### src/cgr_pkg.sv
// Package with the register map, reset values and carrier types of the clock generator bank.
package cgr_pkg;

   localparam int ADDR_W = 10;

   // Register offsets.
   localparam logic [9:0] ADDR_SPORT_CFG   = 10'h000;
   localparam logic [9:0] ADDR_DEVICE_ID   = 10'h003;
   localparam logic [9:0] ADDR_RDBK_SEL    = 10'h004;
   localparam logic [9:0] ADDR_CUST_LO     = 10'h005;
   localparam logic [9:0] ADDR_CUST_HI     = 10'h006;
   localparam logic [9:0] ADDR_PUMP_CTRL   = 10'h010;
   localparam logic [9:0] ADDR_REF_LO      = 10'h011;
   localparam logic [9:0] ADDR_REF_HI      = 10'h012;
   localparam logic [9:0] ADDR_A_CNT       = 10'h013;
   localparam logic [9:0] ADDR_UPDATE      = 10'h232;

   // Serial port configuration fields; each function has a mirrored pair of bits.
   localparam int SPC_SDO_LO    = 0;
   localparam int SPC_LSB_LO    = 1;
   localparam int SPC_SRST_LO   = 2;
   localparam int SPC_SRST_HI   = 5;
   localparam int SPC_LSB_HI    = 6;
   localparam int SPC_SDO_HI    = 7;
   localparam int RDBK_ACT_BIT  = 0;
   localparam int UPDATE_BIT    = 0;

   localparam logic [7:0] SPORT_CFG_RST = 8'h00;
   localparam logic [7:0] RDBK_SEL_RST  = 8'h00;

   // Buffered/active register set.
   localparam int NSTAGE = 6;
   localparam logic [9:0] STAGE_ADDR [NSTAGE] = '{ADDR_CUST_LO, ADDR_CUST_HI, ADDR_PUMP_CTRL,
                                                  ADDR_REF_LO, ADDR_REF_HI, ADDR_A_CNT};
   localparam logic [7:0] STAGE_RST  [NSTAGE] = '{8'h00, 8'h00, 8'h7d, 8'h01, 8'h00, 8'h00};
   localparam logic [7:0] STAGE_MASK [NSTAGE] = '{8'hff, 8'hff, 8'hff, 8'hff, 8'h3f, 8'h3f};
   localparam int ST_CUST_LO = 0;
   localparam int ST_CUST_HI = 1;
   localparam int ST_PUMP    = 2;
   localparam int ST_REF_LO  = 3;
   localparam int ST_REF_HI  = 4;
   localparam int ST_A_CNT   = 5;

   typedef struct packed {
      logic             wr;
      logic             rd;
      logic [9:0]       addr;
      logic [7:0]       wdata;
   } cgr_req_type;

   typedef struct packed {
      logic             valid;
      logic [7:0]       data;
   } cgr_rsp_type;

endpackage

### src/cgr_stage_reg.sv
// One buffered register byte and its active copy.
`timescale 1ns/1ps
module cgr_stage_reg #(
   parameter logic [7:0] RESET_VAL = 8'h00,
   parameter logic [7:0] WR_MASK   = 8'hff
) (
   input  wire logic       clk,
   input  wire logic       rst_n,
   input  wire logic       soft_rst,
   input  wire logic       wr_en,
   input  wire logic [7:0] wdata,
   input  wire logic       update,
   output logic      [7:0] buf_q,
   output logic      [7:0] act_q
);
   wire logic [7:0] buf_d = wr_en ? (wdata & WR_MASK) : buf_q;

   always_ff @(posedge clk) begin
      if (!rst_n || soft_rst) begin
         buf_q <= RESET_VAL;
         act_q <= RESET_VAL;
      end else begin
         buf_q <= buf_d;
         // A write in the update cycle lands in the active copy too.
         if (update) begin
            act_q <= buf_d;
         end
      end
   end
endmodule // cgr_stage_reg

### src/cgr_bank.sv
// Configuration register bank of the clock generator with buffered and active copies.
//
// Contract
// - A write to an address outside the map is ignored and changes nothing.
// - A write to an unused location or field changes no stored configuration.
// - Bit 0 of the readback control register makes reads return active rather than buffered values.
// - The reference divider is 14 bits, low byte at one address and bits 13:8 in the next.
// - Writes to staged registers land in the buffer bank and reach the active bank only when the transfer bit is set.
`timescale 1ns/1ps
module cgr_bank
   import cgr_pkg::*;
#(
   parameter logic [7:0] DEVICE_ID = 8'h5a  // Arbitrary identifier value.
) (
   // Clock and reset
   input  wire logic                 I_MCLK,
   input  wire logic                 I_RST_N,
   // Register access from the serial port engine
   input  wire cgr_pkg::cgr_req_type I_REQ,
   output cgr_pkg::cgr_rsp_type      O_RSP,
   // Serial port mode
   output logic                      O_SDO_ACTIVE,
   output logic                      O_LSB_FIRST,
   // Active configuration
   output logic [7:0]                O_PUMP_CTRL,
   output logic [13:0]               O_REF_DIV,
   output logic [5:0]                O_A_CNT,
   output logic [15:0]               O_CUST_VER
);
   import cgr_pkg::*;

   // Refused at elaboration so that the check costs nothing in the built logic.
   if (DEVICE_ID == 8'h00) begin : g_bad_id
      $error("DEVICE_ID must not be zero");
   end

   logic [7:0]  spc_q;
   logic [7:0]  spc_d;
   logic [7:0]  rdbk_q;
   logic        srst_q;
   cgr_rsp_type rsp_q;
   logic [7:0]  buf_v [NSTAGE];
   logic [7:0]  act_v [NSTAGE];
   logic [NSTAGE-1:0] hit;

   wire logic wr       = I_REQ.wr;
   wire logic hit_spc  = (I_REQ.addr == ADDR_SPORT_CFG);
   wire logic hit_rdbk = (I_REQ.addr == ADDR_RDBK_SEL);
   wire logic hit_upd  = (I_REQ.addr == ADDR_UPDATE);
   // Only listed addresses decode; everything else falls through unused.
   wire logic upd      = wr && hit_upd && I_REQ.wdata[UPDATE_BIT];
   wire logic srst_req = wr && hit_spc &&
                         (I_REQ.wdata[SPC_SRST_LO] || I_REQ.wdata[SPC_SRST_HI]);
   wire logic sdo_w    = I_REQ.wdata[SPC_SDO_LO] | I_REQ.wdata[SPC_SDO_HI];
   wire logic lsb_w    = I_REQ.wdata[SPC_LSB_LO] | I_REQ.wdata[SPC_LSB_HI];
   wire logic rd_act   = rdbk_q[RDBK_ACT_BIT];

   // Mirrored pairs are stored as one function each; unused bits stay zero.
   always_comb begin
      spc_d = spc_q;
      if (wr && hit_spc) begin
         spc_d = 8'h00;
         spc_d[SPC_SDO_LO] = sdo_w;
         spc_d[SPC_SDO_HI] = sdo_w;
         spc_d[SPC_LSB_LO] = lsb_w;
         spc_d[SPC_LSB_HI] = lsb_w;
      end
   end

   genvar g;
   generate
      for (g = 0; g < NSTAGE; g++) begin : g_stage
         assign hit[g] = (I_REQ.addr == STAGE_ADDR[g]);
         cgr_stage_reg #(
            .RESET_VAL (STAGE_RST[g]),
            .WR_MASK   (STAGE_MASK[g])
         ) u_reg (
            .clk      (I_MCLK),
            .rst_n    (I_RST_N),
            .soft_rst (srst_q),
            .wr_en    (wr && hit[g] && !srst_q),
            .wdata    (I_REQ.wdata),
            .update   (upd && !srst_q),
            .buf_q    (buf_v[g]),
            .act_q    (act_v[g])
         );
      end
   endgenerate

   // Read mux; unmapped addresses read as zero.
   logic [7:0] rd_mux;
   always_comb begin
      rd_mux = 8'h00;
      if (hit_spc) begin
         rd_mux = spc_q;
      end else if (I_REQ.addr == ADDR_DEVICE_ID) begin
         rd_mux = DEVICE_ID;
      end else if (hit_rdbk) begin
         rd_mux = rdbk_q;
      end
      for (int i = 0; i < NSTAGE; i++) begin
         if (hit[i]) begin
            rd_mux = rd_act ? act_v[i] : buf_v[i];
         end
      end
   end

   // Soft reset takes one cycle to apply; the stored soft-reset bits never hold a one,
   // so a readback after the write already shows them cleared.
   always_ff @(posedge I_MCLK) begin
      if (!I_RST_N || srst_q) begin
         spc_q  <= SPORT_CFG_RST;
         rdbk_q <= RDBK_SEL_RST;
         srst_q <= 1'b0;
      end else begin
         spc_q  <= spc_d;
         srst_q <= srst_req;
         if (wr && hit_rdbk) begin
            rdbk_q <= {7'h00, I_REQ.wdata[RDBK_ACT_BIT]};
         end
      end
   end

   always_ff @(posedge I_MCLK) begin
      if (!I_RST_N) begin
         rsp_q <= '0;
      end else begin
         rsp_q.valid <= I_REQ.rd;
         rsp_q.data  <= I_REQ.rd ? rd_mux : 8'h00;
      end
   end

   assign O_RSP        = rsp_q;
   assign O_SDO_ACTIVE = spc_q[SPC_SDO_LO];
   assign O_LSB_FIRST  = spc_q[SPC_LSB_LO];
   assign O_PUMP_CTRL  = act_v[ST_PUMP];
   assign O_REF_DIV    = {act_v[ST_REF_HI][5:0], act_v[ST_REF_LO]};
   assign O_A_CNT      = act_v[ST_A_CNT][5:0];
   assign O_CUST_VER   = {act_v[ST_CUST_HI], act_v[ST_CUST_LO]};
endmodule // cgr_bank

### config.mk
export PLATFORM = sky130hd
export DESIGN_NAME = cgr_bank
export DESIGN_NICKNAME = d
export VERILOG_FILES = /design/src/cgr_pkg.sv /design/src/cgr_stage_reg.sv /design/src/cgr_bank.sv
export SDC_FILE = /design/constraint.sdc
export NUM_CORES = 1
export LEC_CHECK = 0
export BUFFER_PORTS_ARGS = -buffer_cell sky130_fd_sc_hd__buf_2
export CAP_MARGIN = 20
export CORE_ASPECT_RATIO = 0.5
export CORE_MARGIN = 1
export CORE_UTILIZATION = 40
export CTS_BUF_LIST = sky130_fd_sc_hd__clkbuf_2
export DETAILED_ROUTE_END_ITERATION = 8
export MAX_ROUTING_LAYER = met4
export PLACE_DENSITY_LB_ADDON = 0.15
export SLEW_MARGIN = 20
export SYNTH_ARGS = -nofsm -noshare
export SYNTH_HDL_FRONTEND = slang
export SYNTH_HIERARCHICAL = 1
export SYNTH_SLANG_ARGS = --single-unit
### constraint.sdc
create_clock -name I_MCLK -period 10.5 [get_ports I_MCLK]
set_clock_uncertainty 0.1 [all_clocks]
set_input_delay 1.05 -clock I_MCLK [delete_from_list [all_inputs] [get_ports I_MCLK]]
set_output_delay 1.05 -clock I_MCLK [all_outputs]
set_load 0.01 [all_outputs]
# [Yosys cells after proc, flatten, opt, wreduce, memory -nomap -nowiden]
# Index checks and enable logic that the tools add are counted.
# W data, S select, Z words.
[op_classes] eq_ne=9 n_mux=21 bitwise=2 reduce_logical=24
[op_table] operator="$mux W8" n=19
[op_table] operator="$eq A10 B5 Y1 const B" n=4
[op_table] operator="$eq A10 B3 Y1 const B" n=3
[op_table] operator="$logic_and A1 B1 Y1" n=18
[op_table] operator="$eq A10 B10 Y1 const B" n=1
[op_table] operator="$eq A10 B2 Y1 const B" n=1
[op_table] operator="$logic_not A10 Y1" n=1
[op_table] operator="$mux W7" n=1
[op_table] operator="$logic_not A1 Y1" n=2
[op_table] operator="$logic_or A1 B1 Y1" n=2
[op_table] operator="$or A1 B1 Y1" n=2
[op_table] operator="$reduce_and A2 Y1" n=1
[op_table] operator="$mux W1" n=1
[word_totals] register_bits=111 in_bits=22 output_inout_bits=55 word_cells=73

# [Logic depth before layout (Yosys ltp)]
# Gate-level depths: netlist (run 1).
[logic_depth] depth_word=10 depth_mapped=9

# [Cells and area by module]
# Netlist (run 1), hierarchy kept.
[by_module_without_submodules] mod="cgr_bank" instances=1 cells_each=170 area_each_um2=1541.5 seq_area_each_um2=260.2
[by_module_without_submodules] mod="cgr_stage_reg (g_stage[4].u_reg ...)" instances=2 cells_each=53 area_each_um2=578.1 seq_area_each_um2=320.3
[by_module_without_submodules] mod="cgr_stage_reg (g_stage[0].u_reg ...)" instances=2 cells_each=54 area_each_um2=576.8 seq_area_each_um2=320.3
[by_module_without_submodules] mod="cgr_stage_reg (g_stage[3].u_reg)" instances=1 cells_each=54 area_each_um2=575.6 seq_area_each_um2=320.3
[by_module_without_submodules] mod="cgr_stage_reg (g_stage[2].u_reg)" instances=1 cells_each=55 area_each_um2=566.8 seq_area_each_um2=320.3

# [Least setup slack after synthesis (run 1)]
# OpenSTA, ideal clock, no wires.
[synth_path] path_kind="input -> register" start="input I_REQ[10] in the netlist's numbering" end="register g_stage[0].u_reg.act_q[6]" t_arrival_ns=3.832 t_required_ns=10.314 setup_slack_ns=6.483 cell_stages=6 cell_sequence="or4b_2 nor4_1 clkbuf_2 buf_6 nor2_1 a211oi_1"
[synth_between] elab_chain_cells=4
[synth_rtl] item="from (decl)" line_no="cgr_bank.sv:19" text="input wire cgr_pkg::cgr_req_type I_REQ,"
[synth_rtl] item="$eq A10 B3 Y1 or $eq A10 B10 Y1 (tied branches)" line_no="cgr_bank.sv:73, cgr_bank.sv:49"
[synth_rtl] item="$logic_and A1 B1 Y1, on equally long branches (2 in series)" line_no="cgr_bank.sv:81, cgr_bank.sv:51"
[synth_rtl] item="$mux W8 or $logic_and A1 B1 Y1 (tied branches)" line_no="cgr_stage_reg.sv:16, cgr_bank.sv:83"
[synth_rtl] item="to (signal assigned)" line_no="cgr_stage_reg.sv:26" text="act_q <= buf_d;"
[synth_rtl] item="to (decl)" line_no="cgr_stage_reg.sv:14" text="output logic [7:0] act_q"
# Parallel ways exist; a longest one is shown, timed or not.
# A chain may end at the register's enable or synchronous reset.

# [Worst setup path in the final report (run 1)]
[layout_path] start="input I_REQ[10] in the netlist's numbering" end="register g_stage[1].u_reg.act_q[5]"
[layout_between] elab_chain_cells=4
[layout_rtl] item="$eq A10 B3 Y1 or $eq A10 B10 Y1 (tied branches)" line_no="cgr_bank.sv:73, cgr_bank.sv:49"
[layout_rtl] item="$logic_and A1 B1 Y1, on equally long branches (2 in series)" line_no="cgr_bank.sv:81, cgr_bank.sv:51"
[layout_rtl] item="$mux W8 or $logic_and A1 B1 Y1 (tied branches)" line_no="cgr_stage_reg.sv:16, cgr_bank.sv:83"
[layout_rtl] item="to (signal assigned)" line_no="cgr_stage_reg.sv:26"
[layout_rtl] item="to (decl)" line_no="cgr_stage_reg.sv:14"
# Parallel ways exist; a longest one is shown, timed or not.

==> impl_metrics.csv, run 1 <==
group,metric,value,unit
outcome,status,"completed",
synth,synth-xor-area-share,0,
critical_path,cp_data_arrival_time,3.15,ns
synth,synth_top_family_by_area,"multiplexers",
synth,synth_flop_cell,"dfxtp_1",
synth,synth_cells,493,
timing,finalWorstSetupSlack,7.760,ns
global_route,grt_overflow_total,0,
synth,synth_top_area_frac,0.4370,
cts,cts_setup_buffers,0,
timing,period_needed,2.740,ns
timing,clock.fmax,364.9,MHz
critical_path,cp_top_family,"simple AND/OR/NAND/NOR gates",
global_route,grt_max_degree,61,
critical_path,path_buf_inv,2,
cts,clk_pin_slew,0.25,ns
drt,route.detailed.drc,0,
synth,synth_fa_ha_area_frac,0,
cts,ctsHtreeMaxLevel,3,
drt,wl,13120,um
timing,relSlewSlack,0.4254,
timing,tightest_slew,0.8587,ns
final_layout,nets,569,
cts,tritoncts,"built",
cts,cts.sinks,109,
drt,drt-initial-drc-count,278,
hold_path,worstHoldPathType,"register to register",
placement,dp.cells,701,
die,placementRows,28,
synth,synth_edf_count,0,
synth,syn_nets,515,
synth,synth_area_leader_cell,"dfxtp_1",
final_layout,insertedDiodeCount,0,
global_route,grt_usage,0.2129,
cts,clk_latency,0.62,ns
critical_path,critPathLaunchType,"primary input",
critical_path,slowest_delay,0.70,ns
critical_path,path_max_fanout,60,
final_layout,fill_cells,1192,
cts,clockBufferDepth,2,
drt,via_per_inst,5.407,
final_layout,syn_to_final_growth,8.494,%
die,chipWidth,160.0,um
cts,post_cts_resized,0,
cts,cts_inserted_buffers,9,
timing,final_hold_viol_count,0,
critical_path,crit_slowest_cell,"or4b_2",
global_route,antenna_found_initial,0,
drt,dr_total_vias,3866,
synth,synth_simple_gate_area_share,0.1599,
synth,syn-cell-area,4994,sq um
drt,final_antenna_net_count,0,
synth,synth_compound_area_frac,0.1341,
pwr,powerDensity,122.4,nW/um^2
timing,setup_viol,0,
global_route,grt_pass1_wl,19900,um
die,dieArea,12960,sq um
final_layout,drive_gt1_frac,0.2400,
synth,synthTopCellsByArea,"dfxtp_1 (44%), mux2i_1 (13%), nor2_1 (6.7%)",
pwr,p_leak,1.866,nW
synth,synth.distinct_cells,43,
placement,hpwl,9136,um
critical_path,crit_path_cell_trace,"buf_2 > or4b_2 > nor4_2 > buf_4 > nor2_1 > a211oi_1",
final_layout,fin_cells,715,
timing,rsz0062_at_grt,"no",
synth,syn_avg_cell_area,10.13,sq um
cts,hold_buffers,0,
die,die_h,81.01,um
critical_path,cp-end-kind,"register",
timing,period_share,0.2610,
drt,dr.pass1.iters,5,
placement,port-buffer-count,76,
synth,ys_seq_area_frac,0.4370,
placement,place_congestion,0.8158,
synth,synth_seq_cells,109,
critical_path,required,10.91,ns
die,start_util,0.4168,
synth,synthTopCellsByCount,"dfxtp_1 (109), nor2_1 (89), mux2i_1 (65)",
cts,root_buffer,"clkbuf_2",
drt,routedWlPerCell,18.34,um
timing,finalSetupTns,0,ns
die,core_area,11980,sq um
placement,pre_cts_ws,7.121,ns
timing,slew_viol_final,0,
synth,async_flop_share,0,
pwr,irDropWorstVdd,0.04674,mV
run,cap_violations,0,
synth,synth_mux_area_frac,0.1957,
synth,synth_most_common_cell,"dfxtp_1",
final_layout,final_util,0.4522,
global_route,first_global_vias,3504,
synth,yosysWarnings,6,
die,io_pins,77,
critical_path,path_class,"primary input to register",
path summary, 6_finish.rpt:
path | slack (ns) | from | endpoint | cells after the start
setup / recovery | 7.76 | I_REQ[10] | g_stage[1].u_reg/act_q[5] | 6
hold / removal | 0.39 | g_stage[5].u_reg/act_q[7] | g_stage[5].u_reg/act_q[7] | 2
setup reg to reg | 8.09 | srst_q | g_stage[1].u_reg/act_q[5] | 5
hold reg to reg | 0.39 | g_stage[5].u_reg/act_q[7] | g_stage[5].u_reg/act_q[7] | 2
flip-flops by register name, summed over array words and instances (netlist names):
register / flops
g_stage.u_reg/buf_q: 48
srst_q: 1
spc_q: 2
rdbk_q: 1
g_stage.u_reg/act_q: 48
O_RSP: 9
worst register-to-register path, cell delays in order, from the launching register on:
cell and delay (ns):
dfxtp_1 0.54, nand2b_1 0.37, nor4_2 0.37, buf_4 0.56, nor2_1 0.14, a211oi_1 0.23
where the power goes:
| group | switching (mW) | total, mW | leakage [nW] | internal [mW] |
|---|---|---|---|---|
| logic | 0.0252 | 0.0335 | 0.912 | 0.00829 |
| registers | 0.000120 | 0.416 | 0.879 | 0.416 |
| clock network | 0.138 | 0.214 | 0.0752 | 0.0754 |
cell usage in the layout (no fill, tap or decap), types with 9 or more instances in the layout:
cell,synthesis,routed
dfxtp_1,109,108
nor2_1,89,89
buf_2,6,76
mux2i_1,65,65
a211oi_1,37,37
nand2b_1,16,16
a21oi_1,16,16
nand2_1,13,13
mux2_2,13,13
nor3_1,9,9
o21ai_0,9,9
clkbuf_2,5,9
through the flow:
step / power (mW) / hold WS (ns) / area, sq um
final: 0.6630 / 0.3887 / 5418
after global routing: 0.6887 / 0.4155 / 5418
after CTS: 0.6685 / 0.3931 / 5418
after detailed placement: 0.4564 / 0.3632 / 5295
after global placement: 0.4563 / 0.3562 / 5295
after floorplan: 0.4429 / 0.3452 / 4994
layout make-up:
type	instances	area [sq um]	share of cell area
clock buffers	9	45.04	0.008314
clock inverters	5	77.57	0.01432
inverters	2	7.507	0.001386
multi-input cells	341	2457	0.4536
flip-flops and latches	109	2183	0.4030
well taps	165	206.4	0.03811
repair buffers	84	440.4	0.08129
cells by family after synthesis:
kind of cell / count (synthesis)
and+or+nand+nor: 161
buffers and inverters: 43
muxes: 86
DFF: 109
AOI/OAI and AO/OA: 94
layer usage:
metal / GRT usage / share of wire / vias up
met5: - / 0 / -
met4: 0.05619 / 0.012 / 0
met3: 0.04443 / 0.043 / 13
met2: 0.3130 / 0.44 / 94
met1: 0.2962 / 0.51 / 1859
li1: - / - / 1900
No activity file was read; power rests on OpenSTA's default activity.
==> inputs of run 2 (changes only) <==
==> constraint.sdc (replaced) <==
create_clock -name I_MCLK -period 2.7 [get_ports I_MCLK]
set_clock_uncertainty 0.1 [all_clocks]
set_input_delay 0.27 -clock I_MCLK [delete_from_list [all_inputs] [get_ports I_MCLK]]
set_output_delay 0.27 -clock I_MCLK [all_outputs]
set_load 0.01 [all_outputs]
==> run 2 against run 1 <==
Register-to-register slack worse by 7.5 ns. Wire length is 3.5% higher. Combinational power grew to 4.7 times the previous value. Global-route usage is 0.85 points higher. Clock power grew to 4.1 times the previous value. Die area stayed put.
==> impl_metrics.csv, run 2 (synthesis results as in run 1) <==
group,metric,value,unit
run,cap_violations,0,
critical_path,slowest_delay,0.73,ns
critical_path,required,3.14,ns
die,core_area,11980,sq um
critical_path,crit_path_frequent_cell,"buf_12",
critical_path,timing.rr.start,"rdbk_q[0]",
global_route,grt_max_degree,35,
critical_path,worstRegToRegCells,4,
timing,period_needed,2.354,ns
critical_path,path_class,"primary input to register",
global_route,first_global_vias,3720,
global_route,grt_pass1_wl,20780,um
global_route,grt_overflow_total,0,
drt,dr.pass1.iters,4,
final_layout,nets,601,
timing,tightest_slew,0.7888,ns
pwr,combPwrFrac,0.060,
timing,finalSetupTns,0,ns
die,die_h,81.01,um
critical_path,cp_data_arrival_time,2.79,ns
drt,drt-initial-drc-count,322,
critical_path,r2r-end,"O_RSP[6]",
timing,period_share,0.8720,
placement,hpwl,9414,um
critical_path,cp-end-kind,"register",
timing,whs,0.04598,ns
die,dieArea,12960,sq um
critical_path,r2r_setup_slack,0.64,ns
critical_path,crit_slowest_cell,"or4b_2",
outcome,status,"completed",
placement,place_congestion,0.8059,
pwr,p_total,2.656,mW
timing,rsz0062_at_grt,"no",
global_route,antenna_found_initial,1,
timing,relSlewSlack,0.4731,
timing,clock.fmax,424.8,MHz
cts,cts_setup_buffers,0,
placement,port-buffer-count,76,
hold_path,min_from,"I_REQ[19]",
global_route,grt_usage,0.2214,
cts,cts_inserted_buffers,9,
drt,routedWlPerCell,18.11,um
die,io_pins,77,
timing,final_hold_viol_count,0,
pwr,seq_power_share,0.609,
cts,cts.sinks,109,
final_layout,fill_cells,1178,
critical_path,path_buf_inv,4,
critical_path,critPathLaunchType,"primary input",
pwr,irDropWorstVdd,0.1936,mV
timing,slew_viol_final,0,
cts,clk_pin_slew,0.31,ns
drt,dr_total_vias,4053,
cts,tritoncts,"built",
drt,via_per_inst,5.404,
cts,ctsHtreeMaxLevel,3,
drt,final_antenna_net_count,0,
final_layout,drive_gt1_frac,0.2466,
pwr,p_leak,2.036,nW
cts,clockBufferDepth,2,
die,placementRows,28,
cts,root_buffer,"clkbuf_2",
critical_path,path_max_fanout,34,
hold_path,min_to,"rdbk_q[0]",
pwr,powerDensity,460.3,nW/um^2
pwr,switchingPower,0.6738,mW
pwr,p_clk_frac,0.331,
die,start_util,0.4168,
critical_path,cp_top_family,"buffers and inverters",
die,chipWidth,160.0,um
drt,wl,13580,um
drt,route.detailed.drc,0,
final_layout,syn_to_final_growth,15.56,%
pwr,intPower,1.982,mW
critical_path,crit_path_cell_trace,"dlygate4sd3_1 > buf_2 > or4b_2 > nor4_4 > buf_12 > buf_12 > nor2_1 > a211oi_1",
timing,setup_viol,0,
final_layout,mostFrequentLayoutCells,"dfxtp_1 (108), nor2_1 (89), buf_2 (76)",
hold_path,whs_path_depth,5,
cts,clk_latency,0.63,ns
final_layout,layout_commonest_cell,"dfxtp_1",
hold_path,worstHoldPathType,"primary input to register",
pwr,switching_share,0.2537,
## run 2: cell count changes in the layout (fill, tap and decap cells not counted), moves of 2 or more
cell / previous run / this run
dlygate4sd3_1: 0 / 22
buf_12: 0 / 2
clkinvlp_4: 0 / 2
buf_4: 8 / 16
## run 2: stage by stage
step / setup slack [ns] / instance area (sq um) / cells / utilization
finish: 0.3457 / 5771 / 750 / 0.4816
global route: 0.2335 / 5771 / 750 / 0.4816
CTS: 0.4078 / 5768 / 749 / 0.4814
detailed placement: 0.2649 / 5404 / 711 / 0.4510
global placement: 0.2970 / 5404 / 711 / 0.4510
floorplan: 0.02603 / 5000 / 493 / -
## run 2: what timing repair did
item,CTS,global route
hold endpoints to repair,51,0
hold buffers,22,0
gates resized for setup,0,0
setup endpoints to repair,0,0
## run 2: power by group through the flow
| stage | clock network [mW] | registers [mW] | logic, mW |
|---|---|---|---|
| 2_1_floorplan | 0 | 1.65 | 0.0767 |
| 3_3_place_gp | 0 | 1.65 | 0.134 |
| 3_5_place_dp | 0 | 1.65 | 0.134 |
| 4_1_cts | 0.904 | 1.62 | 0.156 |
| 5_1_grt | 0.960 | 1.62 | 0.169 |
| 6_report | 0.879 | 1.62 | 0.159 |
## run 2: how the worst max path moves through the flow
stage / slack, ns / cells after the start / end / start
after detailed placement: 0.26 / 6 / g_stage[2].u_reg/act_q[0] / I_REQ[10]
final: 0.35 / 8 / g_stage[3].u_reg/act_q[7] / I_REQ[10]
after global routing: 0.23 / 8 / g_stage[5].u_reg/act_q[1] / I_REQ[10]
after CTS: 0.41 / 7 / g_stage[1].u_reg/act_q[0] / I_REQ[10]
after floorplan: 0.03 / 6 / g_stage[0].u_reg/act_q[6] / I_REQ[10]
after global placement: 0.30 / 6 / g_stage[2].u_reg/act_q[3] / I_REQ[10]
## run 2: routing by layer
| layer | wire, um | GRT usage | share of wire |
|---|---|---|---|
| met2 | 6069 | 0.3300 | 0.45 |
| met4 | 111 | 0.04476 | 0.0082 |
| met5 | 0 | - | 0 |
| met1 | 6806 | 0.3121 | 0.50 |
| met3 | 594 | 0.04137 | 0.044 |
## run 2: cell type report
cell class	count	area, sq um	share of cell area
tap	165	206.4	0.03578
inverter	2	7.507	0.001301
timing repair buffer	116	760.7	0.1318
antenna	1	2.502	0.0004337
clock buffer	9	45.04	0.007806
clock inverter	7	98.84	0.01713
sequential	109	2183	0.3784
multi-input combinational	341	2466	0.4274
## run 2: worst register-to-register path: cells and delay by family (launching register included)
kind	cells	cell delay, ns
multiplexers	1	0.59
AO/OA/AOI/OAI	2	0.55
flip-flops	1	0.40
buffers and inverters	1	0.32
